**config.mk**
```make
export PLATFORM = sky130hd
export DESIGN_NAME = swp_config_top
export DESIGN_NICKNAME = d
export VERILOG_FILES = /design/src/core/swp_pkg.sv /design/src/core/swp_field_decode.sv /design/src/core/swp_range_check.sv /design/src/core/swp_config_top.sv
export SDC_FILE = /design/constraint.sdc
export NUM_CORES = 1
export LEC_CHECK = 0
export ABC_AREA = 0
export BUFFER_PORTS_ARGS = -buffer_cell sky130_fd_sc_hd__clkbuf_2
export CAP_MARGIN = 20
export CORE_AREA = 2 2 104 96
export CTS_CLUSTER_DIAMETER = 120
export DETAILED_ROUTE_END_ITERATION = 10
export DIE_AREA = 0 0 106 98
export GPL_ROUTABILITY_DRIVEN = 0
export PLACE_DENSITY_LB_ADDON = 0.3
export REMOVE_ABC_BUFFERS = 1
export SYNTH_ARGS = -nofsm -noshare
export SYNTH_HDL_FRONTEND = slang
export SYNTH_HIERARCHICAL = 1
export SYNTH_SLANG_ARGS = --single-unit
```
**constraint.sdc**
```tcl
create_clock -name i_core_clk -period 2.9 [get_ports i_core_clk]
set_input_delay 0.435 -clock i_core_clk [delete_from_list [all_inputs] [get_ports i_core_clk]]
set_output_delay 0.435 -clock i_core_clk [all_outputs]
set_load 0.005 [all_outputs]
```
**src/core/swp_pkg.sv**
```systemverilog
package swp_pkg;

    // configuration word layout
    localparam int CFG_WIDTH          = 24;
    localparam int BIT_END_SELECT     = 15;
    localparam int BIT_CFG_PROTECT_N  = 14;
    localparam int BIT_SEG_DISABLE    = 13;
    localparam int WAKE_LSB           = 10;
    localparam int OSC_LSB            = 8;
    localparam int PAGE_LSB           = 0;
    localparam int PAGE_WIDTH         = 6;
    localparam logic [23:0] CFG_UNUSED_MASK  = 24'hff10c0;
    localparam logic [23:0] CFG_RESET_VALUE  = 24'hffffff;

    // program memory geometry
    localparam int ADDR_WIDTH         = 24;
    localparam int PAGE_SHIFT         = 9;
    localparam int PAGE_INSTRUCTIONS  = 512;
    localparam logic [5:0] LAST_PAGE  = 6'h3f;

    // wake-up and oscillator codes
    localparam logic [1:0] WAKE_DEFAULT = 2'h3;
    localparam logic [1:0] WAKE_FAST    = 2'h1;
    localparam logic [1:0] OSC_HIGH     = 2'h3;
    localparam logic [1:0] OSC_RESERVED = 2'h2;
    localparam logic [1:0] OSC_LOW      = 2'h1;
    localparam logic [1:0] OSC_DIGITAL  = 2'h0;

    // register byte offsets
    localparam logic [7:0] OFS_CONFIG = 8'h00;
    localparam logic [7:0] OFS_BOUNDS = 8'h04;
    localparam logic [7:0] OFS_STATUS = 8'h08;
    localparam logic [7:0] OFS_CTRL   = 8'h0c;

    // bounds register fields
    localparam int BND_LO_LSB     = 0;
    localparam int BND_HI_LSB     = 8;
    localparam int BND_SEG_BIT    = 16;
    localparam int BND_CFGP_BIT   = 17;
    // status register fields
    localparam int STS_BLOCK_BIT  = 0;
    localparam int STS_ADDR_LSB   = 8;
    // control register fields
    localparam int CTRL_RELOAD_BIT = 0;

    typedef enum logic [1:0]
    {
        OSC_MODE_DIGITAL  = 2'h0,
        OSC_MODE_LOW      = 2'h1,
        OSC_MODE_RESERVED = 2'h2,
        OSC_MODE_HIGH     = 2'h3
    } swp_osc_mode_type;

    typedef struct packed
    {
        logic                   segment_end_select;
        logic                   config_page_protect_n;
        logic                   segment_protect_disable;
        logic [1:0]             regulator_wake_time_sel;
        logic [1:0]             secondary_osc_mode_sel;
        logic [PAGE_WIDTH-1:0]  boundary_page_index;
    } swp_fields_type;

    typedef struct packed
    {
        logic                   seg_active;
        logic                   cfg_protected;
        logic [PAGE_WIDTH-1:0]  lo_page;
        logic [PAGE_WIDTH-1:0]  hi_page;
    } swp_region_type;

    typedef struct packed
    {
        logic                   req;
        logic                   erase;
        logic                   cfg_target;
        logic [ADDR_WIDTH-1:0]  addr;
    } swp_prog_req_type;

endpackage : swp_pkg

```
**src/core/swp_field_decode.sv**
```systemverilog
`timescale 1ns/10ps
module swp_field_decode
    import swp_pkg::*;
(
    input  wire logic [CFG_WIDTH-1:0] i_word,
    output swp_fields_type            o_fields,
    output swp_region_type            o_region
);

    always_comb
    begin
        o_fields.segment_end_select      = i_word[BIT_END_SELECT];
        o_fields.config_page_protect_n   = i_word[BIT_CFG_PROTECT_N];
        o_fields.segment_protect_disable = i_word[BIT_SEG_DISABLE];
        o_fields.regulator_wake_time_sel = i_word[WAKE_LSB +: 2];
        o_fields.secondary_osc_mode_sel  = i_word[OSC_LSB +: 2];
        o_fields.boundary_page_index     = i_word[PAGE_LSB +: PAGE_WIDTH];
        // disable kills all segmented protection
        o_region.seg_active    = ~o_fields.segment_protect_disable;
        o_region.cfg_protected = ~o_fields.segment_protect_disable &
                                 ~o_fields.config_page_protect_n;
        if (o_fields.segment_end_select)
        begin
            o_region.lo_page = '0;
            o_region.hi_page = o_fields.boundary_page_index;
        end
        else
        begin
            o_region.lo_page = o_fields.boundary_page_index;
            o_region.hi_page = LAST_PAGE;
        end
    end

endmodule : swp_field_decode

```
**src/core/swp_range_check.sv**
```systemverilog
`timescale 1ns/10ps
module swp_range_check
    import swp_pkg::*;
(
    input  wire logic [ADDR_WIDTH-1:0] i_addr,
    input  wire logic                  i_cfg_target,
    input  swp_region_type             i_region,
    output logic                       o_hit
);

    logic [PAGE_WIDTH-1:0] page;
    logic                  high_bits;
    logic                  in_seg;
    logic                  in_cfg;

    always_comb
    begin
        // pages of 512 instructions counted from the bottom
        page      = i_addr[PAGE_SHIFT +: PAGE_WIDTH];
        high_bits = |i_addr[ADDR_WIDTH-1:PAGE_SHIFT+PAGE_WIDTH];
        in_seg    = i_region.seg_active & ~high_bits &
                    (page >= i_region.lo_page) &
                    (page <= i_region.hi_page);
        in_cfg    = i_region.cfg_protected &
                    (i_cfg_target | (~high_bits & page == LAST_PAGE));
        o_hit     = in_seg | in_cfg;
    end

endmodule : swp_range_check

```
**src/core/swp_config_top.sv**
```systemverilog
// The implementer's own choices: the register addresses and strobed register access.
`timescale 1ns/10ps
module swp_config_top
    import swp_pkg::*;
(
    input  wire logic                  i_core_clk,
    input  wire logic                  i_rst,
    input  wire logic [CFG_WIDTH-1:0]  i_nv_config_word,
    input  wire logic [7:0]            i_addr,
    input  wire logic [31:0]           i_wr_data,
    input  wire logic                  i_wr_stb,
    input  wire logic                  i_rd_stb,
    output logic      [31:0]           o_rd_data,
    input  wire logic                  i_prog_req,
    input  wire logic                  i_prog_erase,
    input  wire logic                  i_prog_cfg_target,
    input  wire logic [ADDR_WIDTH-1:0] i_prog_addr,
    output logic                       o_prog_ack,
    output logic                       o_prog_allow,
    output logic                       o_prog_blocked,
    output logic [1:0]                 o_regulator_wake_time_sel,
    output logic                       o_wake_fast,
    output logic                       o_wake_reserved,
    output swp_osc_mode_type           o_secondary_osc_mode,
    output logic                       o_osc_high_drive,
    output logic                       o_osc_digital_io,
    output logic                       o_osc_reserved,
    output swp_region_type             o_region
);

    logic [CFG_WIDTH-1:0]  cfg_word;
    logic                  loaded;
    logic                  capture;
    swp_fields_type        fields;
    swp_region_type        region;
    swp_prog_req_type      req;
    logic                  hit;
    logic                  block_flag;
    logic [ADDR_WIDTH-1:0] block_addr;
    logic                  block_event;
    logic                  block_clear;
    logic                  reload_wr;
    logic [31:0]           cfg_rd_word;
    logic [31:0]           bounds_rd_word;
    logic [31:0]           status_rd_word;
    logic [31:0]           ctrl_rd_word;
    logic [31:0]           next_rd_data;

    // request fields gathered into one carrier
    assign req = '{req:        i_prog_req,
                   erase:      i_prog_erase,
                   cfg_target: i_prog_cfg_target,
                   addr:       i_prog_addr};

    assign reload_wr   = i_wr_stb & (i_addr == OFS_CTRL) &
                         i_wr_data[CTRL_RELOAD_BIT];
    assign block_clear = i_wr_stb & (i_addr == OFS_STATUS) &
                         i_wr_data[STS_BLOCK_BIT];
    assign block_event = req.req & hit;
    // a reload request in the same cycle postpones the capture
    assign capture     = ~loaded & ~reload_wr;

    // capture done flag, cleared again by a reload request
    always_ff @(posedge i_core_clk)
    begin
        if (i_rst)
        begin
            loaded <= 1'b0;
        end
        else if (reload_wr)
        begin
            loaded <= 1'b0;
        end
        else if (capture)
        begin
            loaded <= 1'b1;
        end
    end

    // word capture after reset release or reload request
    always_ff @(posedge i_core_clk)
    begin
        if (i_rst)
        begin
            cfg_word <= CFG_RESET_VALUE;
        end
        else if (capture)
        begin
            cfg_word <= i_nv_config_word | CFG_UNUSED_MASK;
        end
    end

    swp_field_decode u_decode
    (
        .i_word   (cfg_word),
        .o_fields (fields),
        .o_region (region)
    );

    swp_range_check u_check
    (
        .i_addr       (req.addr),
        .i_cfg_target (req.cfg_target),
        .i_region     (region),
        .o_hit        (hit)
    );

    // request acknowledge, one cycle after the request
    always_ff @(posedge i_core_clk)
    begin
        if (i_rst)
        begin
            o_prog_ack <= 1'b0;
        end
        else
        begin
            o_prog_ack <= req.req;
        end
    end

    // permission pulse, only once the word is captured
    always_ff @(posedge i_core_clk)
    begin
        if (i_rst)
        begin
            o_prog_allow <= 1'b0;
        end
        else
        begin
            o_prog_allow <= req.req & ~hit & loaded;
        end
    end

    // suppression pulse, also while a capture is pending
    always_ff @(posedge i_core_clk)
    begin
        if (i_rst)
        begin
            o_prog_blocked <= 1'b0;
        end
        else
        begin
            o_prog_blocked <= req.req & (hit | ~loaded);
        end
    end

    // sticky blocked flag, set wins over clear
    always_ff @(posedge i_core_clk)
    begin
        if (i_rst)
        begin
            block_flag <= 1'b0;
        end
        else if (block_event)
        begin
            block_flag <= 1'b1;
        end
        else if (block_clear)
        begin
            block_flag <= 1'b0;
        end
    end

    // address of the latest request that hit the protected range
    always_ff @(posedge i_core_clk)
    begin
        if (i_rst)
        begin
            block_addr <= '0;
        end
        else if (block_event)
        begin
            block_addr <= req.addr;
        end
    end

    // wake-up time select to the regulator
    always_ff @(posedge i_core_clk)
    begin
        if (i_rst)
        begin
            o_regulator_wake_time_sel <= WAKE_DEFAULT;
            o_wake_fast               <= 1'b0;
            o_wake_reserved           <= 1'b0;
        end
        else
        begin
            o_regulator_wake_time_sel <= fields.regulator_wake_time_sel;
            o_wake_fast     <= fields.regulator_wake_time_sel
                               == WAKE_FAST;
            o_wake_reserved <= ~fields.regulator_wake_time_sel[0];
        end
    end

    // oscillator pin mode to the pad logic
    always_ff @(posedge i_core_clk)
    begin
        if (i_rst)
        begin
            o_secondary_osc_mode <= OSC_MODE_HIGH;
            o_osc_high_drive     <= 1'b1;
            o_osc_digital_io     <= 1'b0;
            o_osc_reserved       <= 1'b0;
        end
        else
        begin
            o_secondary_osc_mode <=
                swp_osc_mode_type'(fields.secondary_osc_mode_sel);
            o_osc_high_drive <= fields.secondary_osc_mode_sel
                                == OSC_HIGH;
            o_osc_digital_io <= fields.secondary_osc_mode_sel
                                == OSC_DIGITAL;
            o_osc_reserved   <= fields.secondary_osc_mode_sel
                                == OSC_RESERVED;
        end
    end

    // protected range to the programming sequencer
    always_ff @(posedge i_core_clk)
    begin
        if (i_rst)
        begin
            o_region <= '0;
        end
        else
        begin
            o_region <= region;
        end
    end

    // read views of the four registers
    always_comb
    begin
        cfg_rd_word    = '0;
        bounds_rd_word = '0;
        status_rd_word = '0;
        ctrl_rd_word   = '0;
        cfg_rd_word[CFG_WIDTH-1:0] = cfg_word | CFG_UNUSED_MASK;
        bounds_rd_word[BND_LO_LSB +: PAGE_WIDTH]   = region.lo_page;
        bounds_rd_word[BND_HI_LSB +: PAGE_WIDTH]   = region.hi_page;
        bounds_rd_word[BND_SEG_BIT]                = region.seg_active;
        bounds_rd_word[BND_CFGP_BIT]               = region.cfg_protected;
        status_rd_word[STS_BLOCK_BIT]              = block_flag;
        status_rd_word[STS_ADDR_LSB +: ADDR_WIDTH] = block_addr;
        ctrl_rd_word[CTRL_RELOAD_BIT]              = ~loaded;
    end

    // register read mux, unmapped offsets read zero
    always_comb
    begin
        next_rd_data = '0;
        if (i_rd_stb)
        begin
            case (i_addr)
                OFS_CONFIG:
                begin
                    next_rd_data = cfg_rd_word;
                end
                OFS_BOUNDS:
                begin
                    next_rd_data = bounds_rd_word;
                end
                OFS_STATUS:
                begin
                    next_rd_data = status_rd_word;
                end
                OFS_CTRL:
                begin
                    next_rd_data = ctrl_rd_word;
                end
                default:
                begin
                    next_rd_data = '0;
                end
            endcase
        end
    end

    always_ff @(posedge i_core_clk)
    begin
        if (i_rst)
        begin
            o_rd_data <= '0;
        end
        else
        begin
            o_rd_data <= next_rd_data;
        end
    end

endmodule : swp_config_top

```
==> results of run 1 <==
==> layout make-up <==
cell class | count | area (sq um)
tap | 126 | 157.7
multi-input combinational | 288 | 1834
inverter | 27 | 101.3
clock inverter | 6 | 75.07
fill | 882 | 4547
timing repair buffer | 118 | 625.6
clock buffer | 10 | 137.6
sequential | 96 | 1923
==> state kept, by name, indices dropped and copies added, names as in the netlist <==
register	count
block_flag	1
o_prog_allow	1
o_prog_ack	1
o_osc_reserved	1
block_addr	24
o_rd_data	31
o_regulator_wake_time_sel	2
cfg_word	13
o_wake_reserved	1
o_osc_high_drive	1
o_region	14
o_wake_fast	1
o_secondary_osc_mode	2
loaded	1
o_prog_blocked	1
o_osc_digital_io	1
==> cell usage in the layout, fill, tap and decap left out, types with 13 or more instances in the layout <==
| cell | n |
|---|---|
| nand2b_1 | 24 |
| nand2_1 | 54 |
| inv_1 | 26 |
| o31ai_1 | 13 |
| nor2b_1 | 16 |
| dfxtp_1 | 95 |
| a211oi_1 | 15 |
| clkbuf_2 | 109 |
| nor2_1 | 34 |
| a221oi_1 | 13 |
| a21oi_1 | 32 |
==> worst min-delay path by stage <==
stage,endpoint,slack [ps],cells after the start
finish,block_addr[4],280,3
global route,block_addr[2],260,3
CTS,block_addr[4],270,3
detailed placement,o_rd_data[24],440,1
global placement,o_rd_data[30],440,1
floorplan,block_addr[16],430,2
==> through the flow <==
| stage | hold slack [ps] | util, % | cell area (sq um) | cells |
|---|---|---|---|---|
| after floorplan | 425.7 | - | 3857 | 411 |
| after global placement | 436.3 | 49.36 | 4641 | 655 |
| after detailed placement | 440.8 | 49.36 | 4641 | 655 |
| after CTS | 272.4 | 51.62 | 4853 | 671 |
| after global routing | 264.1 | 51.64 | 4855 | 671 |
| final | 278.4 | 51.64 | 4855 | 671 |
==> power by group <==
group	switching, W	internal (W)	leakage, nW
Sequential	0.0000314	0.00136	0.783
Clock	0.000482	0.000436	0.105
Combinational	0.000160	0.000139	1.22
==> layer usage <==
metal	vias up	track usage [%]
li1	1702	-
met1	1506	25.54
met2	117	29.18
met3	17	4.606
met4	0	6.883
met5	-	0
==> worst min-delay path, stage by stage <==
cell and delay [ps]:
clkbuf_2 80, nand2_1 50, a21oi_1 50
==> timing repair <==
action,in CTS,in global routing
endpoints found under the setup margin,0,1
setup buffers,0,0
resized for setup,0,1
==> metrics.md, run 1 <==
| Metric | Value |
|---|---|
| Initial DRT Pass Iterations | 5 |
| Area of the mapped netlist | 0.004011 sq mm |
| LEAKAGE | 2.104 nW |
| Pre-CTS WS | 239.5 ps |
| Kind of critical path | reg2reg |
| Crit share post-route | 89.77% |
| Final Hold Viols | 0 |
| Total CTS buffers | 9 |
| CTS tree | built |
| Syn. warnings | 6 |
| Iter 0 DRT Violations | 83 |
| Outcome | finished, final reports clean |
| # setup viols final | 0 |
| Power Density | 537.6 mW/mm^2 |
| Worst EP arrival | 2900 ps |
| Global-route wire length before repair | 15,320 microns |
| # hold bufs at CTS | 0 |
| GR Overflow Total | 0 |
| Port Buffer Count | 109 |
| Crit. Startpoint | cfg_word[15] |
| Die Height | 98 microns |
| Area growth from synthesis to layout | 21.02% |
| Peak supply drop | 0.2630 mV |
| Total Nets Final | 647 |
| Worst Setup End Kind | register |
| Vias in the first global route | 3,161 |
| Cells along the critical path | buf_4 > nor2b_2 > inv_1 > ha_1 > nand4_1 > o221a_2 > o32ai_2 > and2_1 > buf_12 > nand2_1 > a21oi_1 |
| Ratio of cells with drive above 1 in the final layout | 28.26% |
| Hold WC Path Type | in2reg |
| CTS root buf | clkbuf_8 |
| Reg2reg end | block_addr[16] |
| CTS sink count | 96 |
| Worst path top cell family by delay | compound AO/OA/AOI/OAI gates |
| R2r setup slk | 300 ps |
| Min-delay src | i_prog_addr[4] |
| Max_slew headroom | 59.34% |
| GRT Total Usage | 18.82% |
| Max Root-Sink Buffers | 2 |
| M1 WL | 4498 microns |
| Worst Slack Setup Final | 296.7 ps |
| Pwr Total | 0.002610 W |
| Chip Width | 106 microns |
| Uppermost layer routed | met4 |
| Wire length on met3 | 608 microns |
| Total I/O pin count | 153 |
| Htree depth | 3 |
| Avg Inst Size Synth | 9.035 sq um |
| Largest fanout on the critical path | 23 |
| Die area | 0.01039 sq mm |
| Antenna-violating nets left | 0 |
| Antenna violations before repair | 0 |
| FMAX | 384.1 MHz |
| Final-report max-slew violation count | 0 |
| Crit path to | block_addr[16] |
| Startpoint Class | register |
| DRC | 0 |
| R2r worst-path depth | 11 |
| Largest net degree at the start of global routing | 37 |
| # diodes | 0 |
| DRT Wirelength | 9581 microns |
| Critical Path Stages | 11 |
| Final setup TNS | 0 ps |
| Clk_lat worst skew | 370 ps |
| Clock skew | 7.253 ps |
| WP data required | 3200 ps |
| Worst path bufs/invs | 3 |
| # Max-Cap Violations | 0 |
| CP max stage cell | dfxtp_2 |
| RSZ-0062 raised after global routing | no |
| Half-perimeter wire length after placement | 6943 microns |
| Via count | 3,342 |
| Final min period | 2603 ps |
| Starting Density | 42.67% |
| Average wire per standard cell | 14.28 microns |
| Row count | 34 |
| Worst-Margin Slew | 609.9 ps |
| Met2 wire length | 4296 microns |
| Post-Syn Instances | 444 |
| Placeable Area | 0.009402 sq mm |
| Worst-path clk slew | 100 ps |
| Vias per Instance | 4.981 |
| R2R Path Start | cfg_word[15] |
| Crit path largest cell delay | 400 ps |
Power figures use the tool's default switching activity.
==> run 2: changes to the inputs <==
--- a/config.mk
+++ b/config.mk
@@ -8,10 +8,10 @@
 export ABC_AREA = 0
 export BUFFER_PORTS_ARGS = -buffer_cell sky130_fd_sc_hd__clkbuf_2
 export CAP_MARGIN = 20
-export CORE_AREA = 2 2 104 96
+export CORE_AREA = 2 2 100 92
 export CTS_CLUSTER_DIAMETER = 120
 export DETAILED_ROUTE_END_ITERATION = 10
-export DIE_AREA = 0 0 106 98
+export DIE_AREA = 0 0 102 94
 export GPL_ROUTABILITY_DRIVEN = 0
 export PLACE_DENSITY_LB_ADDON = 0.3
 export REMOVE_ABC_BUFFERS = 1
==> run 2 against run 1 <==
Effect of this change:
- total power down 2.6%
- clock power down 7.5%
- first-iteration DRC count up 140%
- critical path type unchanged
- die area down 7.7%
- largest power group unchanged
- worst setup slack better by 42 ps
- critical path depth unchanged
- non-clock buffer count down 1
- via count up 1.8%
==> metrics.md, run 2 (synthesized netlist as in run 1, its figures left out) <==
| Metric | Value |
|---|---|
| Outcome | finished, final reports clean |
| Reg2reg end | block_addr[23] |
| Port Buffer Count | 109 (unchanged) |
| Placeable Area | 0.008488 sq mm (-9.7%) |
| R2R Path Start | cfg_word[15] |
| Crit share post-route | 88.33% (-1.4 points) |
| Worst Setup End Kind | register |
| FMAX | 390.4 MHz (+1.6%) |
| CTS tree | built |
| WP data required | 3200 ps (about the same) |
| Clock skew | 12.35 ps (+5.093 ps) |
| Final min period | 2562 ps (-41.78 ps) |
| Initial DRT Pass Iterations | 4 (-1) |
| Area growth from synthesis to layout | 19.84% |
| # hold bufs at CTS | 0 (unchanged) |
| Most used cell, CP | buf_4 |
| Pwr Total | 0.002543 W (-2.6%) |
| Hold WC Path Type | in2reg |
| Crit path largest cell delay | 420 ps (+20 ps) |
| R2r setup slk | 340 ps (+40 ps) |
| Peak supply drop | 0.2768 mV (+5.2%) |
| GR Overflow Total | 0 (unchanged) |
| Final Hold Viols | 0 (unchanged) |
| CP max stage cell | dfxtp_2 |
| Clk_lat worst skew | 370 ps (about the same) |
| Max Root-Sink Buffers | 2 (unchanged) |
| Iter 0 DRT Violations | 202 (+140%) |
| Total CTS buffers | 9 (unchanged) |
| Starting Density | 47.26% (+4.6 points) |
| Antenna-violating nets left | 0 (unchanged) |
| LEAKAGE | 2.092 nW (-0.58%) |
| DRC | 0 (unchanged) |
| Hold depth | 3 (unchanged) |
| Min-delay src | i_prog_addr[8] |
| Worst EP arrival | 2860 ps (-40 ps) |
| Total I/O pin count | 153 (unchanged) |
| Fillers | 802 (-9.1%) |
| RSZ-0062 raised after global routing | no |
| Worst-Margin Slew | 599.1 ps (-10.86 ps) |
| Power Density | 529.0 mW/mm^2 (-1.6%) |
| Largest register FFs | 31 (unchanged) |
| Ratio of cells with drive above 1 in the final layout | 28.13% (-0.13 points) |
| Max_slew headroom | 59.94% (+0.60 points) |
| Via count | 3,402 (+1.8%) |
| Chip Width | 102 microns (-3.8%) |
| Die area | 0.009588 sq mm (-7.7%) |
| # setup viols final | 0 (unchanged) |
| Htree depth | 3 (unchanged) |
| Final-report max-slew violation count | 0 (unchanged) |
| GRT Total Usage | 21.21% (+2.4 points) |
| # Max-Cap Violations | 0 (unchanged) |
| Most common cell after layout, fill and taps aside | clkbuf_2 |
| R2r worst-path depth | 11 (unchanged) |
| Biggest register | o_rd_data |
| Total Nets Final | 646 (-0.15%) |
| # diodes | 0 (unchanged) |
| Hold Crit Endpoint | block_addr[8] |
| CTS root buf | clkbuf_8 |
| Antenna violations before repair | 0 (unchanged) |
| Global-route wire length before repair | 15,840 microns (+3.3%) |
| Vias in the first global route | 3,276 (+3.6%) |
| Largest net degree at the start of global routing | 34 (-8.1%) |
| Row count | 32 (-5.9%) |
| Kind of critical path | reg2reg |
| Worst-path clk slew | 100 ps (about the same) |
| Startpoint Class | register |
| Largest fanout on the critical path | 19 (-17%) |
| Half-perimeter wire length after placement | 7038 microns (+1.4%) |
| Post CTS Setup Buffer Count | 0 (unchanged) |
| Vias per Instance | 5.131 (+3.0%) |
| Final setup TNS | 0 ps (unchanged) |
| Die Height | 94 microns (-4.1%) |
| CTS sink count | 96 (unchanged) |
| Cells along the critical path | buf_4 > nor2b_2 > inv_1 > ha_1 > nand4_1 > o221a_2 > o32ai_2 > and2_1 > buf_4 > nand2_1 > a21oi_1 |
| DRT Wirelength | 9725 microns (+1.5%) |
| Most frequent cells in the layout | clkbuf_2 (109), dfxtp_1 (95), nand2_1 (54) |
| PostCTS Resize Cnt | 0 (unchanged) |
| Biggest registers after layout | o_rd_data x31, block_addr x24, o_region x14 |
| Average wire per standard cell | 14.67 microns (+2.7%) |
## run 2: cell types whose count changed in the layout (fill, tap and decap cells not counted), sizes merged
cell and change:
buf -1, bufinv -1, inv +1, clkinvlp -1, clkinv +2, clkbuf -1
## run 2: power by group
part / leakage [nW] / internal [W] / switching (W)
clock: 0.101 / 0.000337 / 0.000512
sequential: 0.783 / 0.00136 / 0.0000329
combinational: 1.21 / 0.000138 / 0.000162
## run 2: layout make-up
type                    instances  area, sq um  area share (%)
inverters                      27        101.3           2.108
flip-flops and latches         96         1923           40.01
multi-input cells             288         1834           38.16
repair buffers                117        605.6           12.60
well taps                     119        148.9           3.097
clock buffers                   9        123.9           2.577
clock inverters                 7        70.07           1.458
## run 2: worst max-delay path by stage
stage | slack (ps) | cells after the start | start | endpoint
floorplan | 330 | 10 | cfg_word[15] | block_flag
detailed placement | 250 | 11 | cfg_word[15] | block_addr[23]
finish | 340 | 11 | cfg_word[15] | block_addr[23]
CTS | 220 | 11 | cfg_word[15] | block_addr[23]
global route | 130 | 11 | cfg_word[15] | block_addr[23]
global placement | 340 | 11 | cfg_word[15] | block_addr[1]
## run 2: routing by layer
layer  wire [microns]  global-route usage (%)  share of wire (%)  up-vias
met1             4518                   28.37                 46     1569
met5                0                       0                  0        -
met4               99                   5.000                1.0        0
met3              611                   4.539                6.3       10
met2             4494                   34.98                 46      122
li1                 -                       -                  -     1701
## run 2: stage by stage
step / setup WS [ps] / hold WS [ps] / std cells / instance area (sq um) / utilization (%)
after detailed placement: 248.0 / 441.7 / 647 / 4612 / 54.33
after floorplan: 333.6 / 425.7 / 411 / 3857 / -
final: 338.5 / 276.9 / 663 / 4807 / 56.63
after CTS: 219.6 / 265.9 / 663 / 4806 / 56.62
after global placement: 339.9 / 437.4 / 647 / 4612 / 54.33
after global routing: 134.7 / 279.8 / 663 / 4807 / 56.63
## run 2: worst max-delay path: cells and delay by family (launching register included)
family          cells  cell delay (ps)
compound gates      3              750
simple gates        4              540
flops               1              420
buf+inv             3              480
fa+ha+maj           1              300
